[config.mk]
export PLATFORM = sky130hd
export DESIGN_NAME = lpm_ctrl
export DESIGN_NICKNAME = d
export VERILOG_FILES = /design/src/logic/lpm_pkg.sv /design/src/logic/lpm_ctrl.sv
export SDC_FILE = /design/constraint.sdc
export NUM_CORES = 1
export LEC_CHECK = 0
export BUFFER_PORTS_ARGS = -buffer_cell sky130_fd_sc_hd__buf_2
export CELL_PAD_IN_SITES_DETAIL_PLACEMENT = 0
export CELL_PAD_IN_SITES_GLOBAL_PLACEMENT = 1
export CORE_MARGIN = 1
export CORE_UTILIZATION = 33
export DETAILED_ROUTE_END_ITERATION = 8
export GPL_ROUTABILITY_DRIVEN = 0
export GPL_TIMING_DRIVEN = 0
export PLACE_DENSITY_LB_ADDON = 0.2
export SYNTH_ARGS = -nofsm -noshare
export SYNTH_HDL_FRONTEND = slang
export SYNTH_SLANG_ARGS = --single-unit
[constraint.sdc]
create_clock -name clk -period 2.38 [get_ports clk]
set_input_delay 0.357 -clock clk [delete_from_list [all_inputs] [get_ports clk]]
set_output_delay 0.357 -clock clk [all_outputs]
set_load 0.005 [all_outputs]
[src/logic/lpm_pkg.sv]
// Shared constants and carrier types for the low-power mode controller.
// Assumes one 200 MHz clock domain and a synchronous active-high reset.
package lpm_pkg;

    // Power modes
    typedef enum logic [1:0] {
        LPM_ACTIVE = 2'b00,
        LPM_SLEEP  = 2'b01,
        LPM_POWER_DOWN_PIN   = 2'b10,
        LPM_RESET  = 2'b11
    } lpm_mode_t;

    // RAM/port 5 control register: address and RAM enable bit position
    localparam logic [15:0] LPM_RAMCTL_ADDR   = 16'h0014;
    localparam int          LPM_RAM_ACCESS_ENABLE_BIT_BIT      = 6;
    localparam logic        LPM_RAM_ACCESS_ENABLE_BIT_RESET    = 1'b1;
    localparam logic        LPM_STBYFLG_RESET = 1'b0;

    // Bus output levels used outside normal operation
    localparam logic [7:0]  LPM_BYTE_ONES     = 8'hff;
    localparam logic [7:0]  LPM_BYTE_ZERO     = 8'h00;
    localparam logic [4:0]  LPM_P2_ZERO       = 5'h00;
    localparam logic        LPM_RW_READ       = 1'b1;

    // Output enables are active low: 0 drives the pin
    localparam logic [7:0]  LPM_OE8_DRIVE     = 8'h00;
    localparam logic [7:0]  LPM_OE8_FLOAT     = 8'hff;
    localparam logic [4:0]  LPM_OE5_FLOAT     = 5'h1f;

    // Pin values and enables presented by the CPU/port core
    typedef struct packed {
        logic [4:0] p2_o;
        logic [4:0] p2_oe_n;
        logic [7:0] lo_o;
        logic [7:0] lo_oe_n;
        logic [7:0] hi_o;
        logic [7:0] hi_oe_n;
        logic [7:0] db_o;
        logic [7:0] db_oe_n;
        logic       rw_o;
        logic       as_o;
    } lpm_pins_t;

    // Pin state under block reset; enables float and rw_o reads as in the reset-mode override with e_clk high, but all other levels are zero
    localparam lpm_pins_t LPM_PINS_RESET = '{
        p2_o:    LPM_P2_ZERO,
        p2_oe_n: LPM_OE5_FLOAT,
        lo_o:    LPM_BYTE_ZERO,
        lo_oe_n: LPM_OE8_FLOAT,
        hi_o:    LPM_BYTE_ZERO,
        hi_oe_n: LPM_OE8_FLOAT,
        db_o:    LPM_BYTE_ZERO,
        db_oe_n: LPM_OE8_FLOAT,
        rw_o:    LPM_RW_READ,
        as_o:    1'b0
    };

endpackage

[src/logic/lpm_ctrl.sv]
// Low-power mode controller: sleep, standby and reset sequencing plus pin override.
// Assumes the CPU core flags the sleep instruction and its interrupt acceptance on clk,
// and that the power-down and chip init pins arrive asynchronously.
`timescale 1ns/10ps

////////////////////////////////////////////////////////////////////////////////////////////////////
module lpm_ctrl (
    input  wire logic               clk,
    input  wire logic               reset,
    input  wire logic               power_down_pin,
    input  wire logic               chip_init_pin,
    input  wire logic               mux_mode,
    input  wire logic               sleep_instruction,
    input  wire logic               irq_request,
    input  wire logic               irq_masked,
    input  wire logic               timer_event,
    input  wire logic               timer_irq_en,
    input  wire logic               e_clk,
    input  wire lpm_pkg::lpm_pins_t core_pins,
    input  wire logic               ctl_wr,
    input  wire logic [15:0]        ctl_addr,
    input  wire logic [7:0]         ctl_wdata,
    input  wire logic               power_down_pin_flag_set,
    output logic                    cpu_clk_en,
    output logic                    periph_clk_en,
    output logic                    cpu_reset,
    output logic                    wake_vector,
    output logic                    wake_resume,
    output logic                    ram_enable,
    output logic                    ram_hold,
    output logic                    power_down_pin_flag,
    output logic                    osc_output_pin,
    output logic                    osc_output_oe_n,
    output lpm_pkg::lpm_mode_t      mode,
    output lpm_pkg::lpm_pins_t      pins
);

    ////////////////////////////////////////////////////////////////////////////////////////////
    // Pin synchronisers: the first stage is read by the second only

    logic pd_s1_r;
    logic pd_s2_r;
    logic ci_s1_r;
    logic ci_s2_r;

    always_ff @(posedge clk) begin
        if (reset) begin
            pd_s1_r <= 1'b1;
            pd_s2_r <= 1'b1;
            ci_s1_r <= 1'b1;
            ci_s2_r <= 1'b1;
        end else begin
            pd_s1_r <= power_down_pin;
            pd_s2_r <= pd_s1_r;
            ci_s1_r <= chip_init_pin;
            ci_s2_r <= ci_s1_r;
        end
    end

    wire pd_low = ~pd_s2_r;
    wire ci_low = ~ci_s2_r;

    // A timer event counts as a request only when timer_irq_en passes it on; irq_request always counts
    wire timer_req = timer_event & timer_irq_en;
    wire any_req   = irq_request | timer_req;

    ////////////////////////////////////////////////////////////////////////////////////////////
    // Mode state machine

    lpm_pkg::lpm_mode_t mode_r;
    lpm_pkg::lpm_mode_t mode_nxt;

    always_comb begin
        mode_nxt = mode_r;
        case (mode_r)
            lpm_pkg::LPM_ACTIVE: begin
                if (pd_low)
                    mode_nxt = lpm_pkg::LPM_POWER_DOWN_PIN;
                else if (ci_low)
                    mode_nxt = lpm_pkg::LPM_RESET;
                else if (sleep_instruction)
                    mode_nxt = lpm_pkg::LPM_SLEEP;
            end
            lpm_pkg::LPM_SLEEP: begin
                if (pd_low)
                    mode_nxt = lpm_pkg::LPM_POWER_DOWN_PIN;
                else if (ci_low)
                    mode_nxt = lpm_pkg::LPM_RESET;
                else if (any_req)
                    mode_nxt = lpm_pkg::LPM_ACTIVE;
            end
            lpm_pkg::LPM_POWER_DOWN_PIN: begin
                // Nothing but a reset start leaves standby
                if (!pd_low)
                    mode_nxt = lpm_pkg::LPM_RESET;
            end
            lpm_pkg::LPM_RESET: begin
                if (pd_low)
                    mode_nxt = lpm_pkg::LPM_POWER_DOWN_PIN;
                else if (!ci_low)
                    mode_nxt = lpm_pkg::LPM_ACTIVE;
            end
            default: mode_nxt = lpm_pkg::LPM_RESET;
        endcase
    end

    always_ff @(posedge clk) begin
        if (reset)
            mode_r <= lpm_pkg::LPM_RESET;
        else
            mode_r <= mode_nxt;
    end

    ////////////////////////////////////////////////////////////////////////////////////////////
    // Clock enables, CPU reset and wake pulses

    wire wake = (mode_r == lpm_pkg::LPM_SLEEP) && !pd_low && !ci_low && any_req;

    always_ff @(posedge clk) begin
        if (reset) begin
            cpu_clk_en    <= 1'b0;
            periph_clk_en <= 1'b0;
            cpu_reset     <= 1'b1;
        end else begin
            cpu_clk_en    <= (mode_nxt == lpm_pkg::LPM_ACTIVE);
            periph_clk_en <= (mode_nxt == lpm_pkg::LPM_ACTIVE)
                          || (mode_nxt == lpm_pkg::LPM_SLEEP)
                          || (mode_nxt == lpm_pkg::LPM_RESET);
            cpu_reset     <= (mode_nxt == lpm_pkg::LPM_POWER_DOWN_PIN)
                          || (mode_nxt == lpm_pkg::LPM_RESET);
        end
    end

    always_ff @(posedge clk) begin
        if (reset) begin
            wake_vector <= 1'b0;
            wake_resume <= 1'b0;
        end else begin
            wake_vector <= wake && !irq_masked;
            wake_resume <= wake && irq_masked;
        end
    end

    ////////////////////////////////////////////////////////////////////////////////////////////
    // RAM enable bit and standby flag; both outlast the chip reset while power holds

    always_ff @(posedge clk) begin
        if (reset)
            ram_enable <= lpm_pkg::LPM_RAM_ACCESS_ENABLE_BIT_RESET;
        else if (ctl_wr && ctl_addr == lpm_pkg::LPM_RAMCTL_ADDR
                 && mode_r == lpm_pkg::LPM_ACTIVE)
            ram_enable <= ctl_wdata[lpm_pkg::LPM_RAM_ACCESS_ENABLE_BIT_BIT];
    end

    always_ff @(posedge clk) begin
        if (reset)
            ram_hold <= 1'b0;
        else
            ram_hold <= !ram_enable || (mode_nxt == lpm_pkg::LPM_POWER_DOWN_PIN);
    end

    // Set by software only; the chip init pin does not touch it
    always_ff @(posedge clk) begin
        if (reset)
            power_down_pin_flag <= lpm_pkg::LPM_STBYFLG_RESET;
        else if (power_down_pin_flag_set && mode_r == lpm_pkg::LPM_ACTIVE)
            power_down_pin_flag <= 1'b1;
    end

    ////////////////////////////////////////////////////////////////////////////////////////////
    // Pin override

    logic [4:0] p2_hold_r;
    logic [7:0] lo_hold_r;
    logic [4:0] p2_oe_hold_r;
    logic [7:0] lo_oe_hold_r;

    // Capture levels while active so sleep shows the last pre-sleep state
    always_ff @(posedge clk) begin
        if (reset) begin
            p2_hold_r    <= lpm_pkg::LPM_P2_ZERO;
            lo_hold_r    <= lpm_pkg::LPM_BYTE_ZERO;
            p2_oe_hold_r <= lpm_pkg::LPM_OE5_FLOAT;
            lo_oe_hold_r <= lpm_pkg::LPM_OE8_FLOAT;
        end else if (mode_r == lpm_pkg::LPM_ACTIVE) begin
            p2_hold_r    <= core_pins.p2_o;
            lo_hold_r    <= core_pins.lo_o;
            p2_oe_hold_r <= core_pins.p2_oe_n;
            lo_oe_hold_r <= core_pins.lo_oe_n;
        end
    end

    lpm_pkg::lpm_pins_t pins_nxt;
    logic               osc_nxt;
    logic               osc_oe_nxt;

    always_comb begin
        pins_nxt   = core_pins;
        osc_nxt    = 1'b0;
        osc_oe_nxt = 1'b1;
        case (mode_nxt)
            lpm_pkg::LPM_ACTIVE: begin
                pins_nxt = core_pins;
            end
            lpm_pkg::LPM_SLEEP: begin
                pins_nxt.p2_o    = p2_hold_r;
                pins_nxt.p2_oe_n = p2_oe_hold_r;
                pins_nxt.hi_o    = lpm_pkg::LPM_BYTE_ONES;
                pins_nxt.hi_oe_n = lpm_pkg::LPM_OE8_DRIVE;
                if (mux_mode) begin
                    pins_nxt.lo_o    = lo_hold_r;
                    pins_nxt.lo_oe_n = lo_oe_hold_r;
                    pins_nxt.db_o    = lpm_pkg::LPM_BYTE_ONES;
                    pins_nxt.db_oe_n = e_clk ? lpm_pkg::LPM_OE8_FLOAT : lpm_pkg::LPM_OE8_DRIVE;
                    pins_nxt.as_o    = core_pins.as_o;
                end else begin
                    pins_nxt.lo_o    = lpm_pkg::LPM_BYTE_ONES;
                    pins_nxt.lo_oe_n = lpm_pkg::LPM_OE8_DRIVE;
                    pins_nxt.db_oe_n = lpm_pkg::LPM_OE8_FLOAT;
                    pins_nxt.rw_o    = lpm_pkg::LPM_RW_READ;
                end
            end
            lpm_pkg::LPM_RESET: begin
                pins_nxt.p2_oe_n = lpm_pkg::LPM_OE5_FLOAT;
                pins_nxt.lo_oe_n = lpm_pkg::LPM_OE8_FLOAT;
                pins_nxt.hi_oe_n = lpm_pkg::LPM_OE8_FLOAT;
                pins_nxt.rw_o    = lpm_pkg::LPM_RW_READ;
                pins_nxt.as_o    = ~e_clk;
                pins_nxt.db_o    = lpm_pkg::LPM_BYTE_ONES;
                if (mux_mode && !e_clk)
                    pins_nxt.db_oe_n = lpm_pkg::LPM_OE8_DRIVE;
                else
                    pins_nxt.db_oe_n = lpm_pkg::LPM_OE8_FLOAT;
            end
            lpm_pkg::LPM_POWER_DOWN_PIN: begin
                pins_nxt.p2_oe_n = lpm_pkg::LPM_OE5_FLOAT;
                pins_nxt.lo_oe_n = lpm_pkg::LPM_OE8_FLOAT;
                pins_nxt.hi_oe_n = lpm_pkg::LPM_OE8_FLOAT;
                pins_nxt.db_oe_n = lpm_pkg::LPM_OE8_FLOAT;
                osc_nxt          = 1'b1;
                osc_oe_nxt       = 1'b0;
            end
            default: pins_nxt = core_pins;
        endcase
    end

    always_ff @(posedge clk) begin
        if (reset) begin
            pins            <= lpm_pkg::LPM_PINS_RESET;
            osc_output_pin  <= 1'b0;
            osc_output_oe_n <= 1'b1;
            mode            <= lpm_pkg::LPM_RESET;
        end else begin
            pins            <= pins_nxt;
            osc_output_pin  <= osc_nxt;
            osc_output_oe_n <= osc_oe_nxt;
            mode            <= mode_nxt;
        end
    end
endmodule

==> results_dict.tcl <==
set metrics [dict create \
    syn-num-nets 468 \
    slowest_stage "a311oi_2" \
    ys_ff_latch 102 \
    layout_setup_ws_ps 356 \
    place_inst 667 \
    max-cap-violations 0 \
    clock-root-buffer "clkbuf_8" \
    synth_top_family_by_area "simple AND/OR/NAND/NOR gates" \
    synth_compound_area_share_pct 15.2 \
    die_w_um 105 \
    clk_pin_slew_worst_paths_ps 90 \
    die_h_um 105 \
    finClkSkew_ps 7.51 \
    p_per_area_nw_per_um2 774 \
    antenna_found_initial 1 \
    drive_above_1_share_pct 34.2 \
    ff_latch_area_um2 2040 \
    yosys_warnings 0 \
    path_class "reg -> reg" \
    rsz0062_at_grt "false" \
    drt_iter0_markers 118 \
    vias_per_cell 4.61 \
    wl_um 9150 \
    first_pass_iters 6 \
    required_ps 2630 \
    slew_headroom_pct 46.2 \
    fillers 1063 \
    syn_avg_cell_area_um2 9.40 \
    cts_setup_buffers 0 \
    cts_buffers 9 \
    syn_area_um2 3490 \
    crit_path_end_kind "flop" \
    worstReg2RegStart "mode[1]" \
    synthTopCellsByArea "dfxtp_1 59%, nand2_1 5.8%, nor2_1 3.9%" \
    cts_max_level 3 \
    grt_max_degree 16 \
    synth_simple_gate_area_share_pct 18.6 \
    fin_cells 682 \
    slowest_delay_ps 510 \
    vias 3143 \
    drc 2 \
    fp.coreArea_um2 10300 \
    crit_start "mode[1]" \
    tightest_slew_ps 805 \
    fin_crit_ps 2020 \
    gr-total-overflow 0 \
    critPathMaxFanout 10 \
    total_power_mw 3.62 \
    grt_usage_pct 17.0 \
    whs_ps 180 \
    clk_path_buf_depth 2 \
    arrival_ps 2270 \
    yosys-mux-area-fraction_pct 1.72 \
    cts_tree "done" \
    min_period_over_period_pct 85.1 \
    start_kind "flop" \
    final_antenna_net_count 0 \
    min_from "power_down_pin" \
    boundaryPins 169 \
    place_ws_ps 247 \
    row_count 37 \
    synth_xor_area_share_pct 0 \
    yosysTopAreaCellShare_pct 58.5 \
    clock_sinks 102 \
    start_util_pct 33.9 \
    wl_per_cell_um 13.4 \
    grt_pass1_vias 2967 \
    dp_hpwl_um 6760 \
    slew_viol_final 0 \
    area_delta_synth_final_pct 34.2 \
    diodes 0 \
    synthDistinctLibCells 35 \
    portBuffers 159 \
    status "complete, but fails checks" \
    die_area_um2 11000 \
    nNetsFinal 639 \
    violations "design-rule violations" \
    post_cts_resized 0 \
    ys_seq_area_share_pct 58.5 \
    fmax_mhz 494 \
    ir_worst_vdd_mv 0.288 \
    syn_inst 371 \
    fin_tns_setup_ps 0 \
    setup_viol_count_final 0 \
    clk_latency_ps 350 \
    cts_hold_buf 0 \
    p_leak_nw 2.16 \
    report.final.hold_viol_count 0 \
    synthAdderAreaFrac_pct 0 \
    grt_pass1_wl_um 14600 \
    hold_class "in -> reg" \
    synth_top_area_cell "dfxtp_1" \
    multi_input_area_um2 1240 \
    path_cells "buf_2 -> and3_1 -> a311oi_2 -> nand2_2 -> buf_6 -> a221o_1" \
]
==> Yosys cell counts <==
cell type  number
dfxtp_1       102
nor3_1          2
a31oi_1         3
a311oi_1        9
o211ai_1        1
nor2b_1         1
a211o_1         2
nor4b_1         1
inv_1          24
nor4bb_1        1
buf_6           1
nand2_1        54
and3_1          9
o311ai_0        1
mux2i_1         6
o21ai_0        12
clkbuf_1       22
o32a_1          2
or2_2           5
a21oi_1        16
buf_2           4
nand3b_1       13
nor4_1          4
a311oi_2        1
nand4_1         2
nor2_1         36
o21a_1          9
a21o_1         10
nand3_1         2
inv_2           1
and2_1          1
or3_1           3
a221o_1         8
nand2_2         1
nand2b_1        2
==> cells by family (layout without fill, tap and decap cells) <==
logic type / Yosys count / in the layout
buf+inv: 52 / 227
compound gates: 74 / 74
flops: 102 / 102
simple gates: 137 / 137
mux: 6 / 6
==> worst paths after layout <==
kind	end	slack [ps]	cells after the start
worst max register to register	pins[41]	360	6
worst min register to register	ci_s2_r	420	1
worst max-delay path	pins[41]	360	6
worst min-delay path	pd_s1_r	180	2
==> report_power, final <==
part / leakage (nW) / internal [mW] / total (mW) / switching (mW)
logic: 1.21 / 0.247 / 0.537 / 0.290
registers: 0.843 / 1.84 / 1.88 / 0.0384
clock network: 0.109 / 0.645 / 1.20 / 0.559
total: 2.16 / 2.74 / 3.62 / 0.887
==> stage by stage <==
step                area, µm²  util, %
detailed placement       4460     43.4
floorplan                3490        -
finish                   4680     45.6
global placement         4450     43.3
global route             4680     45.6
CTS                      4680     45.6
==> cell usage in the layout (no fill, tap or decap), types with 2 or more instances in the layout <==
master and n:
nor4_1 4, nand2_1 54, mux2i_1 6, o21ai_0 12, nand3_1 2, nand4_1 2
nand3b_1 13, a21oi_1 16, or3_1 3, a211o_1 2, a31oi_1 3, dfxtp_1 102
clkbuf_8 11, nand2b_1 2, a21o_1 10, bufinv_16 2, nor2_1 36, clkbuf_1 23
o21a_1 9, and3_1 9, a221o_1 8, or2_2 5, buf_2 164, a311oi_1 9
nor3_1 2, inv_1 24, o32a_1 2
==> registers in the layout, indices dropped and copies added (netlist names), 2 cells and up <==
register	count
lo_oe_hold_r	8
mode	2
p2_hold_r	5
p2_oe_hold_r	5
lo_hold_r	8
pins	60
==> worst max-delay path: cells and delay by family, from the launching register on <==
kind / cells / cell delay (ps)
and+or+nand+nor: 2 / 390
AOI/OAI and AO/OA: 2 / 840
DFF: 1 / 320
buffers and inverters: 2 / 360
==> layer usage <==
layer	wire length (µm)	vias to the layer above	track usage, %
met5	13	-	0
met4	127	2	6.64
met3	567	15	4.74
met2	4440	100	28.2
met1	4010	1446	20.9
li1	-	1580	-
==> final cells by class <==
type	count	area share, %
Buffer	27	2.43
Clock buffer	12	3.31
Clock inverter	3	1.44
Inverter	25	2.00
Multi-Input combinational cell	217	26.5
Sequential cell	102	43.6
Tap cell	136	3.63
Timing Repair Buffer	160	17.1
Power figures use the tool's default switching activity.
